$ cat config.mk
export PLATFORM = sky130hd
export DESIGN_NAME = pcd_clock_gen
export DESIGN_NICKNAME = d
export VERILOG_FILES = /design/src/pcd_pkg.sv /design/src/pcd_divider.sv /design/src/pcd_clock_gen.sv
export SDC_FILE = /design/constraint.sdc
export NUM_CORES = 1
export LEC_CHECK = 0
export ABC_AREA = 1
export BUFFER_PORTS_ARGS = -buffer_cell sky130_fd_sc_hd__buf_4
export CAP_MARGIN = 25
export CORE_AREA = 2 2 86 88
export DETAILED_ROUTE_END_ITERATION = 6
export DIE_AREA = 0 0 88 90
export HOLD_SLACK_MARGIN = 0.05
export PLACE_DENSITY = 0.88
export SYNTH_ARGS = -nofsm -noshare
export SYNTH_HDL_FRONTEND = slang
export SYNTH_HIERARCHICAL = 1
export SYNTH_SLANG_ARGS = --single-unit
$ cat constraint.sdc
create_clock -name clk_i -period 7.62 [get_ports clk_i]
set_clock_uncertainty 0.15 [all_clocks]
set_input_delay 1.524 -clock clk_i [delete_from_list [all_inputs] [get_ports clk_i]]
set_output_delay 1.524 -clock clk_i [all_outputs]
set_load 0.1 [all_outputs]
$ cat src/pcd_pkg.sv
// constants, field layouts and state codes of the clock divider
// assumes one 100 mhz system clock; every user is written pcd_pkg::name
package pcd_pkg;

    // ------------------------------------------------------------------
    // widths and arithmetic
    // ------------------------------------------------------------------
    localparam int          MODE_W     = 9;
    localparam int          DIV_W      = 9;
    localparam int          CNT_W      = 10;
    localparam int          SHIFT_W    = MODE_W + DIV_W;
    localparam logic [9:0]  DIV_OFFSET = 10'h002;
    localparam logic [2:0]  PRE_STEP   = 3'h1;

    // ------------------------------------------------------------------
    // mode word layout, msb first
    // ------------------------------------------------------------------
    typedef struct packed {
        logic [2:0] zero;
        logic       ref_out_off_bit;
        logic       pin_role_bit;
        logic       prescale_ratio;
        logic       prescale_bypass;
        logic       direct_route_bit;
        logic       ref_source;
    } pcd_mode_t;

    typedef struct packed {
        pcd_mode_t          mode_word;
        logic [DIV_W-1:0]   divider_word;
    } pcd_cfg_t;

    // factory image: sleep pin role, prescaler bypassed, divide by two
    localparam logic [MODE_W-1:0] FACTORY_MODE = 9'h014;
    localparam logic [DIV_W-1:0]  FACTORY_DIV  = 9'h000;

    // ------------------------------------------------------------------
    // pins, all asynchronous to clk_i
    // ------------------------------------------------------------------
    typedef struct packed {
        logic power_on;
        logic prog_mode;
        logic prog_clk;
        logic prog_write;
        logic data_in;
        logic ext_ref;
        logic sleep_sel;
        logic out_gate;
    } pcd_pins_t;

    // ------------------------------------------------------------------
    // power-down sequence
    // ------------------------------------------------------------------
    typedef enum logic [1:0] {
        PWR_RUN      = 2'h0,
        PWR_MAIN_OFF = 2'h1,
        PWR_REF_OFF  = 2'h3,
        PWR_SLEEP    = 2'h2
    } pcd_pwr_t;

    // divisor is the programmed value plus two
    function automatic logic [CNT_W-1:0] divisor(
        input logic [DIV_W-1:0] n
    );
        divisor = {1'b0, n} + DIV_OFFSET;
    endfunction : divisor

endpackage : pcd_pkg

$ cat src/pcd_divider.sv
// programmable divider counter, counting rising edges of the master clock
// assumes tick_i and clear_i come from logic on clk_i
`timescale 1ns/1ps
module pcd_divider (
    // clock and reset
    input  wire logic                       clk_i,
    input  wire logic                       reset_n_i,
    // control
    input  wire logic                       clear_i,
    input  wire logic                       tick_i,
    input  wire logic [pcd_pkg::DIV_W-1:0]  divisor_n_i,
    // divided level
    output logic                            div_o
);

    typedef struct packed {
        logic [pcd_pkg::CNT_W-1:0] cnt;
        logic                      out;
    } pcd_div_state_t;

    pcd_div_state_t            st;
    pcd_div_state_t            next_st;
    logic [pcd_pkg::CNT_W-1:0] last;
    logic [pcd_pkg::CNT_W-1:0] half;

    assign div_o = st.out;

    // ------------------------------------------------------------------
    // counter
    // ------------------------------------------------------------------
    always_comb begin
        next_st = st;
        last    = pcd_pkg::divisor(divisor_n_i) - 10'h001;
        half    = pcd_pkg::divisor(divisor_n_i) >> 1;
        if (clear_i) begin
            // parked on the last count so the first tick raises the output
            next_st.cnt = last;
            next_st.out = 1'b0;
        end else if (tick_i) begin
            next_st.cnt = (st.cnt >= last) ? '0 : st.cnt + 10'h001;
            next_st.out = next_st.cnt < half;
        end
    end

    always_ff @(posedge clk_i or negedge reset_n_i) begin
        if (!reset_n_i) begin
            st <= '0;
        end else begin
            st <= next_st;
        end
    end
endmodule : pcd_divider

$ cat src/pcd_clock_gen.sv
// clock generator: reference select, prescaler, divider, gating, sleep
// assumes all pins are asynchronous; clk_i stands for the on-chip oscillator
`timescale 1ns/1ps
module pcd_clock_gen (
    // clock and reset
    input  wire logic clk_i,
    input  wire logic reset_n_i,
    // supply and programming straps
    input  wire logic power_on_i,
    input  wire logic prog_mode_i,
    input  wire logic prog_clk_i,
    input  wire logic prog_write_i,
    // main clock pin
    input  wire logic main_clk_pin_i,
    output logic      main_clk_pin_o,
    output logic      main_clk_pin_oe_n_o,
    // reference pins
    input  wire logic ext_ref_pin_i,
    output logic      ref_clock_pin_o,
    output logic      ref_clock_pin_oe_n_o,
    // control pins
    input  wire logic sleep_select_pin_i,
    input  wire logic out_gate_i
);

    // ------------------------------------------------------------------
    // state
    // ------------------------------------------------------------------
    typedef struct packed {
        pcd_pkg::pcd_pins_t             sync1;
        pcd_pkg::pcd_pins_t             sync2;
        pcd_pkg::pcd_pins_t             pins_d;
        logic                           powered;
        logic                           prog;
        pcd_pkg::pcd_cfg_t              nv;
        pcd_pkg::pcd_cfg_t              work;
        logic [pcd_pkg::SHIFT_W-1:0]    shreg;
        logic [2:0]                     pre_cnt;
        logic                           mclk_d;
        logic                           sel_ext;
        logic                           oe_s;
        logic                           gated;
        pcd_pkg::pcd_pwr_t              pwr;
        logic                           main_clk;
        logic                           main_oe_n;
        logic                           ref_clk;
        logic                           ref_oe_n;
    } pcd_state_t;

    pcd_state_t         st;
    pcd_state_t         next_st;
    pcd_pkg::pcd_pins_t pins_in;
    pcd_pkg::pcd_pins_t p;
    pcd_pkg::pcd_mode_t m;
    logic               pwr_rise;
    logic               clk_rise;
    logic               write_rise;
    logic               running;
    logic               osc_run;
    logic               int_lvl;
    logic               want_ext;
    logic               cand_lvl;
    logic               mclk;
    logic               mrise;
    logic               pd_req;
    logic               gate_req;
    logic               src;
    logic               div_out;
    logic               div_clear;

    assign pins_in = '{
        power_on:   power_on_i,
        prog_mode:  prog_mode_i,
        prog_clk:   prog_clk_i,
        prog_write: prog_write_i,
        data_in:    main_clk_pin_i,
        ext_ref:    ext_ref_pin_i,
        sleep_sel:  sleep_select_pin_i,
        out_gate:   out_gate_i
    };

    assign main_clk_pin_o       = st.main_clk;
    assign main_clk_pin_oe_n_o  = st.main_oe_n;
    assign ref_clock_pin_o      = st.ref_clk;
    assign ref_clock_pin_oe_n_o = st.ref_oe_n;

    // the divider counter is cleared from the registered gate, one cycle after it sets
    assign div_clear = st.gated | ~running;

    // ------------------------------------------------------------------
    // programmable divider
    // ------------------------------------------------------------------
    pcd_divider u_divider (
        .clk_i       (clk_i),
        .reset_n_i   (reset_n_i),
        .clear_i     (div_clear),
        .tick_i      (mrise),
        .divisor_n_i (st.work.divider_word),
        .div_o       (div_out)
    );

    // ------------------------------------------------------------------
    // next state
    // ------------------------------------------------------------------
    always_comb begin
        next_st        = st;
        next_st.sync1  = pins_in;
        next_st.sync2  = st.sync1;
        next_st.pins_d = st.sync2;
        p          = st.sync2;
        m          = st.work.mode_word;
        pwr_rise   = p.power_on & ~st.pins_d.power_on;
        clk_rise   = p.prog_clk & ~st.pins_d.prog_clk;
        write_rise = p.prog_write & ~st.pins_d.prog_write;
        running    = st.powered & ~st.prog;
        osc_run    = running & (st.pwr != pcd_pkg::PWR_SLEEP);

        // prescaler; direct route on internal skips it as well
        if (m.prescale_bypass | m.direct_route_bit) begin
            int_lvl = st.pre_cnt[0];
        end else if (m.prescale_ratio) begin
            int_lvl = st.pre_cnt[1];
        end else begin
            int_lvl = st.pre_cnt[2];
        end

        // source bit unless the pin has the select role
        want_ext = m.pin_role_bit ? m.ref_source : ~p.sleep_sel;
        cand_lvl = want_ext ? p.ext_ref : int_lvl;
        if (!osc_run) begin
            mclk = 1'b0;
        end else if (st.sel_ext) begin
            mclk = p.ext_ref;
        end else begin
            mclk = int_lvl;
        end
        mrise = mclk & ~st.mclk_d;

        pd_req   = running & m.pin_role_bit & ~p.sleep_sel;
        gate_req = ~st.oe_s | pd_req | (st.pwr != pcd_pkg::PWR_RUN);
        src      = m.direct_route_bit ? mclk : div_out;

        if (!p.power_on) begin
            // supply off: working copy lost, both pins released
            next_st.powered   = 1'b0;
            next_st.prog      = 1'b0;
            next_st.pwr       = pcd_pkg::PWR_RUN;
            next_st.gated     = 1'b1;
            next_st.oe_s      = 1'b0;
            next_st.sel_ext   = 1'b0;
            next_st.mclk_d    = 1'b0;
            next_st.pre_cnt   = '0;
            next_st.work      = '0;
            next_st.main_clk  = 1'b0;
            next_st.main_oe_n = 1'b1;
            next_st.ref_clk   = 1'b0;
            next_st.ref_oe_n  = 1'b1;
        end else if (pwr_rise) begin
            next_st.powered = 1'b1;
            next_st.prog    = p.prog_mode;
            next_st.shreg   = '0;
            if (!p.prog_mode) begin
                next_st.work = st.nv;
            end
        end else if (st.prog) begin
            // main pin is the serial input, msb of the mode word first
            next_st.main_clk  = 1'b0;
            next_st.main_oe_n = 1'b1;
            next_st.ref_clk   = 1'b0;
            next_st.ref_oe_n  = 1'b1;
            if (clk_rise) begin
                next_st.shreg = {st.shreg[pcd_pkg::SHIFT_W-2:0], p.data_in};
            end
            if (write_rise) begin
                next_st.nv = st.shreg;
            end
        end else begin
            next_st.pre_cnt = osc_run ? st.pre_cnt + pcd_pkg::PRE_STEP
                                      : st.pre_cnt;
            next_st.mclk_d  = mclk;

            // switch only while both old and new references are low
            if (want_ext != st.sel_ext && !mclk && !cand_lvl) begin
                next_st.sel_ext = want_ext;
            end

            // gate input is only seen on master clock rises
            if (mrise) begin
                next_st.oe_s = p.out_gate;
            end

            // a high pulse in flight finishes before the gate closes
            next_st.gated    = gate_req & (st.gated | ~src);
            next_st.main_clk = ~next_st.gated & src;

            unique case (st.pwr)
                pcd_pkg::PWR_RUN: begin
                    if (pd_req) begin
                        next_st.pwr = pcd_pkg::PWR_MAIN_OFF;
                    end
                end
                pcd_pkg::PWR_MAIN_OFF: begin
                    if (!pd_req) begin
                        next_st.pwr = pcd_pkg::PWR_RUN;
                    end else if (st.gated && !mclk) begin
                        next_st.pwr = pcd_pkg::PWR_REF_OFF;
                    end
                end
                pcd_pkg::PWR_REF_OFF: begin
                    next_st.pwr = pcd_pkg::PWR_SLEEP;
                end
                pcd_pkg::PWR_SLEEP: begin
                    if (!pd_req) begin
                        next_st.pwr = pcd_pkg::PWR_RUN;
                    end
                end
            endcase

            next_st.main_oe_n = (st.pwr == pcd_pkg::PWR_SLEEP);
            // reference ignores the gate input and stops only when low
            next_st.ref_clk   = mclk & ~m.ref_out_off_bit &
                                (st.pwr != pcd_pkg::PWR_REF_OFF) &
                                (st.pwr != pcd_pkg::PWR_SLEEP);
            next_st.ref_oe_n  = m.ref_out_off_bit |
                                (st.pwr == pcd_pkg::PWR_SLEEP);
        end
    end

    // ------------------------------------------------------------------
    // registers
    // ------------------------------------------------------------------
    // nv survives supply cycles; only the system reset restores factory
    always_ff @(posedge clk_i or negedge reset_n_i) begin
        if (!reset_n_i) begin
            st                        <= '0;
            st.nv.mode_word           <= pcd_pkg::FACTORY_MODE;
            st.nv.divider_word        <= pcd_pkg::FACTORY_DIV;
            st.gated                  <= 1'b1;
            st.pwr                    <= pcd_pkg::PWR_RUN;
            st.main_oe_n              <= 1'b1;
            st.ref_oe_n               <= 1'b1;
        end else begin
            st <= next_st;
        end
    end
endmodule : pcd_clock_gen

==> results of run 1 <==
[layout by cell type, fill, tap and decap left out, drive strengths merged, types with 2 or more instances in the layout]
cell type  instances
o31ai              2
clkbuf             9
nand4              4
bufinv             2
nor3               4
a21oi             12
a22oi              4
dfstp              5
clkinv             2
buf               15
xor2               9
nor2              42
inv               88
dfrtp             85
ha                23
o221ai             2
nand3             40
xnor2              3
or2                3
o22ai             14
o211ai             3
o21ai             47
nand2            118
a31o               2
[final cells by class]
type                    instances  area [sq um]
flip-flops and latches         90          2258
fillers                       494          2036
multi-input cells             339          1908
inverters                      86         327.8
repair buffers                 15         132.6
clock buffers                   9         123.9
well taps                      99         123.9
clock inverters                 7         110.1
[power by group]
group          switching, uW  internal [uW]
registers               9.22            489
logic                   43.5           17.3
clock network            181            190
total                    234            697
[state kept, by name, indices dropped and copies added (netlist names)]
| name | cells |
|---|---|
| st | 53 |
| u_divider/st | 10 |
| main_clk_pin_o | 1 |
| ref_clock_pin_o | 1 |
| main_clk_pin_oe_n_o | 1 |
| m | 6 |
| next_st | 16 |
| ref_clock_pin_oe_n_o | 1 |
| u_divider/div_o | 1 |
[cells by family after synthesis]
logic type / Yosys count
simple gates: 213
buf+inv: 98
compound gates: 91
flops: 90
fa+ha+maj: 23
xor+xnor: 12
[stage by stage]
stage	std cells	cell area [sq um]	total power [uW]	util
after floorplan	527	4553	543.5	-
after global placement	628	4723	562.4	0.6728
after detailed placement	629	4751	567.3	0.6767
after CTS	645	4985	936.8	0.7100
after global routing	645	4985	963.6	0.7100
final	645	4985	930.5	0.7100
[worst paths after layout]
check                       startpoint               to  slack (ns)  depth (start not counted)
max in group asynchronous    reset_n_i           st[60]        5.80                          2
max reg2reg                     st[32]  u_divider/div_o        3.71                         23
min in group asynchronous    reset_n_i  ref_clock_pin_o        0.86                          1
max                             st[32]  u_divider/div_o        3.71                         23
min reg2reg                next_st[83]      next_st[75]        0.21                          0
min                        next_st[83]      next_st[75]        0.21                          0
[per-layer routing]
layer / routed length [microns] / up-vias
met2: 4392 / 107
met3: 382 / 25
met1: 4044 / 1709
met5: 0 / -
met4: 223 / 0
li1: - / 1737
==> flow_summary.toml, run 1 <==
[synth]
synth_top_family_by_area = "simple AND/OR/NAND/NOR gates"
synth_most_common_cell = "nand2_1"
synthFlopType = "dfrtp_1"
synth-seq-cells = 90
synth_top_area_cell = "dfrtp_1"
ys_async_sr_fraction = 1.000
seq_area_frac_synth = 0.4960
synth_xor_area_frac = 0.02885
synth_top_area_share = 0.4672
yosysWarnings = 6
synth_compound_area_frac = 0.1190
synth_common_cells = "nand2_1, dfrtp_1, inv_1, o21ai_0, nand3_1"
synthSimpleGateAreaFrac = 0.2080
muxShareOfSynthArea = 0
synth.distinct_cells = 45
synth_adder_area_share = 0.06320
synth-edff-count = 0
syn_inst = 527
syn_nets = 560
yosys-top-cells-area = "dfrtp_1, nand2_1, inv_1"
syn_area_per_cell_sq_um = 8.640
netlist_area_sq_um = 4553

[detailed_routing]
first_iter_violations = 288
dr_total_vias = 3578
drt-total-wl_microns = 9041
dr.pass1.iters = 5
vias_per_cell = 5.547
drc = 0
wire_per_inst_microns = 14.02
postRouteAntennaNets = 0

[timing]
max-slew-margin-rel = 0.3917
final-hold-violation-count = 0
whs_ns = 0.2055
worst_slack_ns = 3.712
slew_viol_final = 0
setup_violations = 0
finalCriticalPeriod_ns = 3.908
setup_tns_ns = 0
rsz0062_at_grt = "no"
fmax_mhz = 255.9
timing.final.crit_share = 0.5128
worst_pin_slew_ns = 0.9098

[run]
drv_cap = 0

[global_routing]
grt.overflow.total = 0
grtUsageTotal = 0.2500
grt_pass1_wl_microns = 15630
grt_max_degree = 74
met2_usage = 0.3908
grt_antenna_before_repair = 0
grt.met1_usage = 0.3360
met3_usage = 0.05051
busiest_layer = "met2"
grt_pass1_vias = 3504

[worst_setup_path]
critPathArrivalTime_ns = 4.06
cp_num_buf_inv = 0
crit_chain = "ha_1 > nand3_1 > nor3_2 > xnor2_1 > nand2_1 > nor2_2 > nand2_1 > nand2_1 > nand2_1 > ha_1 > nand2_1 > a21oi_1 > nor2_1 > nand3_1 > nor2_1 > ha_1 > a21oi_1 > nor2_1 > a211oi_1 > nor2_1 > nor2_1 > nand2_1 > nand2_1"
cp.required_ns = 7.77
cp-start-kind = "flop"
critPathKind = "flop to flop"
crit_path_frequent_cell = "nand2_1"
crit_family = "simple AND/OR/NAND/NOR gates"
cp_max_fo = 6
end_kind = "flop"
slowest_stage = "dfrtp_1"
slowest_delay_ns = 0.46

[clock_network]
cts_tree = "built"
clock-sinks = 90
cts.repair.resized = 0
clk_pin_slew_worst_paths_ns = 0.09
postCtsHoldBufs = 0
cts_setup_buffers = 0
cts.htree.levels = 3
clk-insertion-delay-late_ns = 0.37
cts_buffers = 9
cts_buffer_depth = 2
root_buffer = "clkbuf_8"

[placed_design]
dp_hpwl_microns = 6277
gp_congestion = 0.9312
port_buffers = 13
dp_slack_ns = 3.809

[finish]
drive_gt1_frac = 0.1245
nets = 574
diodes = 0
syn_to_final_growth_pct = 9.481

[power_and_ir_drop]
p_per_area_nw_per_um2 = 186.7
leakagePower_uw = 0.002404
vdd_drop_max_uv = 131.2

[floorplanning]
die_w_microns = 88
die_area_sq_um = 7920
ios = 14
coreArea_sq_um = 7020
initial_core_util = 0.6485
die_h_microns = 90
fp-row-count = 31

[hold_path]
hold_class = "flop to flop"

[status]
status = "completed"
Power figures use the tool's default switching activity.
==> run 2, diff against run 1 <==
--- a/config.mk
+++ b/config.mk
@@ -8,11 +8,11 @@
 export ABC_AREA = 1
 export BUFFER_PORTS_ARGS = -buffer_cell sky130_fd_sc_hd__buf_4
 export CAP_MARGIN = 25
-export CORE_AREA = 2 2 86 88
+export CORE_AREA = 2 2 89 91
 export DETAILED_ROUTE_END_ITERATION = 6
-export DIE_AREA = 0 0 88 90
+export DIE_AREA = 0 0 91 93
 export HOLD_SLACK_MARGIN = 0.05
-export PLACE_DENSITY = 0.88
+export PLACE_DENSITY = 0.83
 export SYNTH_ARGS = -nofsm -noshare
 export SYNTH_HDL_FRONTEND = slang
 export SYNTH_HIERARCHICAL = 1
==> constraint.sdc (replaced) <==
create_clock -name clk_i -period 3.6 [get_ports clk_i]
set_clock_uncertainty 0.15 [all_clocks]
set_input_delay 0.72 -clock clk_i [delete_from_list [all_inputs] [get_ports clk_i]]
set_output_delay 0.72 -clock clk_i [all_outputs]
set_load 0.1 [all_outputs]
==> run 2 against run 1 <==
  * The run now ends with setup timing left
  * Hold slack lost 0.15 ns
  * Non-clock buffer count rose by 26
  * Critical path depth increased by 2
  * Die area up 6.9%
  * Clock power up 100%
  * Wire length up 21%
  * Sequential power increased by 110%
  * Critical path type unchanged
==> flow_summary.toml, run 2 (synthesis results as in run 1) <==
[finish]
nets = 600
final_common_cell = "nand2_1"
largest_reg_flops = 53
final_cell_mix = "nand2_1, dfrtp_1, inv_1"
design_area_sq_um = 5578
drive_gt1_frac = 0.2622
fin_cells = 674
largest-register = "st"
final_util = 0.7410
diodes = 0
syn_to_final_growth_pct = 22.51

[worst_setup_path]
r2r_cells = 25
critPathArrivalTime_ns = 3.81
cp_max_fo = 5
cp.required_ns = 3.75
r2r_start = "st[32]"
critPathKind = "flop to flop"
cp-start-kind = "flop"
slowest_delay_ns = 0.46
r2r-end = "u_divider/div_o"
r2r_slack_ns = -0.06
slowest_stage = "dfrtp_2"
end_kind = "flop"

[run]
drv_cap = 0

[power_and_ir_drop]
netSwitchingFraction = 0.2441
power.internal_uw = 1473
p_per_area_nw_per_um2 = 349.3
pwr-share-seq = 0.540
leakagePower_uw = 0.002575
p_switching_uw = 475.4
combPwrFrac = 0.071
clock_power_share = 0.389
vdd_drop_max_uv = 289.6

[timing]
setup_violations = 1
fmax_mhz = 273.0
worst_slack_ns = -0.06236
finalCriticalPeriod_ns = 3.662
max-slew-margin-rel = 0.4055
timing.final.crit_share = 1.017
worst_pin_slew_ns = 0.8891
final-hold-violation-count = 0
slew_viol_final = 0
rsz0062_at_grt = "yes"
whs_ns = 0.05630

[floorplanning]
die_area_sq_um = 8463
initial_core_util = 0.6049
fp-row-count = 32
die_h_microns = 93
coreArea_sq_um = 7527
ios = 14
die_w_microns = 91

[clock_network]
cts_tree = "built"
cts_buffers = 9
clk-insertion-delay-late_ns = 0.37
root_buffer = "clkbuf_8"
cts_buffer_depth = 2
postCtsHoldBufs = 0
clk_pin_slew_worst_paths_ns = 0.10
clock-sinks = 90
cts.htree.levels = 3

[detailed_routing]
vias_per_cell = 5.641
drc = 0
postRouteAntennaNets = 0
dr_total_vias = 3802
drt-total-wl_microns = 10940
dr.pass1.iters = 5
wire_per_inst_microns = 16.23
first_iter_violations = 313

[global_routing]
grt_pass1_wl_microns = 15920
grt_pass1_vias = 3463
grt_max_degree = 75
grtUsageTotal = 0.2375
grt_antenna_before_repair = 0
grt.overflow.total = 0

[placed_design]
dp_hpwl_microns = 6287
port_buffers = 13
dp.cells = 633
gp_congestion = 0.9365
placed_area_sq_um = 4762

[status]
status = "finished, violations left"
violations = "setup timing"

[hold_path]
hold_class = "input pin to async pin"
run 2: cell types whose count changed in the layout (fill, tap and decap cells not counted), moves of 7 or more:
cell,before,now
buf_4,14,34
nand2_2,5,16
inv_2,6,13
ha_1,23,13
ha_4,0,10
nand3_1,38,31
nand2_1,111,95
inv_1,78,71
nor2_1,34,27
run 2: stage by stage:
step	total power [uW]	TNS, ns	setup WS (ns)
3_3_place_gp	1192	-0.04265	-0.04265
2_1_floorplan	1150	0	0.2995
3_5_place_dp	1201	-0.1452	-0.1452
6_report	1948	-0.06236	-0.06236
4_1_cts	1950	-0.01031	-0.01031
5_1_grt	2024	-0.2277	-0.2277
run 2: worst max-delay path by stage:
stage / startpoint / slack, ns / depth (start not counted) / endpoint
3_3_place_gp: st[32] / -0.04 / 23 / u_divider/div_o
4_1_cts: st[32] / -0.01 / 26 / u_divider/div_o
5_1_grt: st[33] / -0.23 / 25 / u_divider/div_o
2_1_floorplan: st[32] / 0.30 / 25 / u_divider/div_o
3_5_place_dp: st[32] / -0.15 / 23 / u_divider/div_o
6_report: st[32] / -0.06 / 25 / u_divider/div_o
run 2: metal layers:
metal	vias to the layer above	GRT usage	part of all wire
met5	-	0	0
met4	0	0.1086	0.040
met1	1799	0.3127	0.41
met3	50	0.04915	0.053
li1	1788	-	-
met2	165	0.3821	0.50
run 2: power by group through the flow:
stage / clock, uW / sequential (uW) / combinational (uW)
3_5_place_dp: 0 / 1070 / 131
2_1_floorplan: 0 / 1080 / 68.9
4_1_cts: 766 / 1050 / 134
6_report: 758 / 1050 / 138
3_3_place_gp: 0 / 1070 / 123
5_1_grt: 815 / 1050 / 155
run 2: what timing repair did:
action	4_1_cts	5_1_grt
buffers inserted	16	11
resized for setup	21	61
endpoints found under the setup margin	1	2
pin swaps	12	46
run 2: cell type report:
cell class,count,area [sq um]
Multi-Input combinational cell,339,2287
Sequential cell,90,2260
Fill cell,522,1949
Timing Repair Buffer,41,359.1
Inverter,86,327.8
Clock buffer,11,131.4
Tap cell,102,127.6
Clock inverter,5,85.08
run 2: worst max-delay path, delay by kind of cell, from the launching register on:
family / cells / cell delay [ns]
buf+inv: 2 / 0.22
flops: 1 / 0.46
compound gates: 3 / 0.57
fa+ha+maj: 3 / 0.62
simple gates: 17 / 1.59
==> run 3, diff against run 2 <==
--- a/config.mk
+++ b/config.mk
@@ -15,5 +15,4 @@
 export PLACE_DENSITY = 0.83
 export SYNTH_ARGS = -nofsm -noshare
 export SYNTH_HDL_FRONTEND = slang
-export SYNTH_HIERARCHICAL = 1
 export SYNTH_SLANG_ARGS = --single-unit
==> run 3 against run 2 <==
  * The flow still finishes with violations (setup timing)
  * Sequential power is 4% higher
  * Count of clock-buffer cells in the layout is 2 lower
  * Non-clock buffer count is 9 lower
  * Sequential cell count stayed put
  * Utilization is 5.3 points lower
  * Critical path depth is 3 lower
  * Highest routed layer unchanged
==> flow_summary.toml, run 3 <==
[worst_setup_path]
crit_path_frequent_cell = "nand2_1"
slowest_delay_ns = 0.48
cp-start-kind = "flop"
cp.required_ns = 3.76
cp_max_fo = 5
crit_family = "simple AND/OR/NAND/NOR gates"
critPathArrivalTime_ns = 3.79
cp_num_buf_inv = 2
slowest_stage = "dfrtp_1"
crit_chain = "buf_4 > xnor2_1 > nand2_1 > nor3_4 > nand2_1 > nand2_1 > nand2_1 > ha_1 > a21o_1 > nor2_2 > nand3_4 > inv_2 > o21ai_0 > nor2_1 > ha_1 > nand2_1 > nor2_1 > a211oi_2 > nor2_1 > nor2_1 > nand2_1 > nand2_1"
end_kind = "flop"
critPathKind = "flop to flop"

[synth]
yosysWarnings = 0
netlist_area_sq_um = 4522
syn_area_per_cell_sq_um = 8.597
syn_nets = 559
syn_inst = 526
synth_top_area_cell = "dfrtp_1"
synth-edff-count = 0
ys_async_sr_fraction = 1.000
seq_area_frac_synth = 0.4994
synth_common_cells = "nand2_1, dfrtp_1, inv_1, nand3_1, o21ai_0"
yosys-top-cells-area = "dfrtp_1, nand2_1, ha_1"
synth_most_common_cell = "nand2_1"
synthFlopType = "dfrtp_1"
synth-seq-cells = 90
synth.distinct_cells = 41
synth_top_area_share = 0.4704

[clock_network]
cts.htree.levels = 3
clk_pin_slew_worst_paths_ns = 0.10
root_buffer = "clkbuf_8"
cts_buffers = 9
cts_buffer_depth = 2
cts_tree = "built"
clk-insertion-delay-late_ns = 0.36
clock-sinks = 90

[finish]
syn_to_final_growth_pct = 14.53
register_area_sq_um = 2261
design_area_sq_um = 5179
largest-register = "st"
final_common_cell = "nand2_1"
largest_reg_flops = 53
nets = 591
diodes = 0
multiInputGateArea_sq_um = 2019
final_util = 0.6880
final_cell_mix = "nand2_1, dfrtp_1, inv_1"
n_fill_cell = 565
drive_gt1_frac = 0.1634

[detailed_routing]
vias_per_cell = 5.453
drt-total-wl_microns = 9736
postRouteAntennaNets = 0
first_iter_violations = 204
wire_per_inst_microns = 14.64
dr_total_vias = 3626
dr.pass1.iters = 5
drc = 0

[placed_design]
port_buffers = 13
dp_hpwl_microns = 6860
gp_congestion = 0.8942
dp_slack_ns = -0.07901
placed_area_sq_um = 4817

[power_and_ir_drop]
p_per_area_nw_per_um2 = 395.8
leakagePower_uw = 0.002543
vdd_drop_max_uv = 343.5

[global_routing]
grt_max_degree = 67
grt.overflow.total = 0
grt_pass1_vias = 3691
grt_pass1_wl_microns = 16710
grt_antenna_before_repair = 0
grtUsageTotal = 0.2483

[floorplanning]
die_area_sq_um = 8463
ios = 14
initial_core_util = 0.6007
die_h_microns = 93
coreArea_sq_um = 7527
die_w_microns = 91
fp-row-count = 32

[run]
drv_cap = 0

[timing]
final-hold-violation-count = 0
finalCriticalPeriod_ns = 3.627
fmax_mhz = 275.7
slew_viol_final = 0
worst_slack_ns = -0.02737
worst_pin_slew_ns = 0.9603
setup_violations = 1
setup_tns_ns = -0.02737
max-slew-margin-rel = 0.3555
rsz0062_at_grt = "yes"
timing.final.crit_share = 1.008

[hold_path]
hold_class = "input pin to async pin"

[status]
status = "finished, violations left"
violations = "setup timing"
-- run 3: changes by cell type in the layout (fill, tap and decap cells not counted), sizes merged, moves of 3 or more --
cell / before / now
inv: 88 / 84
o21ai: 47 / 43
nor2: 42 / 39
o22ai: 14 / 17
nand3: 40 / 43
a22oi: 4 / 1
buf: 41 / 32
nand2: 118 / 124
-- run 3: metal layers --
layer | share of wire | vias up | GRT usage
met4 | 0.017 | 0 | 0.07828
met3 | 0.038 | 16 | 0.04271
met5 | 0 | - | 0
met2 | 0.50 | 73 | 0.4346
li1 | - | 1779 | -
met1 | 0.44 | 1758 | 0.3170
-- run 3: logic make-up after synthesis --
logic type                 after synthesis  share of synthesized area
xor gates and xnor gates                13                    0.03514
DFF                                     90                     0.4994
AOI/OAI and AO/OA                       87                     0.1107
adders and majority gates               23                    0.06364
and+or+nand+nor                        221                     0.2139
buffers and inverters                   92                    0.07720
-- run 3: cell type report --
class	instances	area share
flip-flops and latches	90	0.4366
well taps	102	0.02464
clock inverters	7	0.01595
clock buffers	9	0.02392
repair buffers	32	0.05025
multi-input cells	344	0.3899
inverters	81	0.05871
-- run 3: path summary, 6_finish.rpt --
kind | depth (start not counted) | from | slack, ns | endpoint
max | 22 | st[34] | -0.03 | u_divider.div_o
min | 1 | reset_n_i | 0.1 | st[20]
max reg2reg | 22 | st[34] | -0.03 | u_divider.div_o
min reg2reg | 0 | next_st[83] | 0.20 | next_st[75]
max in group asynchronous | 2 | reset_n_i | 2.54 | st[6]
min in group clk_i | 0 | next_st[83] | 0.20 | next_st[75]
-- run 3: through the flow --
stage,instances,hold WS [ns],power (uW)
final,665,0.09683,2050
after global routing,665,0.1141,2134
after CTS,664,0.09950,2042
after detailed placement,642,0.1847,1317
after global placement,641,0.1820,1300
after floorplan,526,0.1812,1227
-- run 3: where the power goes --
| group | switching (uW) | internal (uW) | total (uW) | leakage (uW) |
|---|---|---|---|---|
| sequential | 33.3 | 1060 | 1090 | 0.00118 |
| combinational | 154 | 86.6 | 241 | 0.00126 |
| clock | 386 | 334 | 720 | 0.000104 |
-- run 3: timing repair --
| item | CTS | global route |
|---|---|---|
| hold endpoints to repair | 0 | 0 |
| gates resized for setup | 9 | 15 |
| setup endpoints to repair | 1 | 2 |
| buffers inserted | 6 | 1 |
| hold buffers | 0 | 0 |
| pin swaps | 4 | 7 |
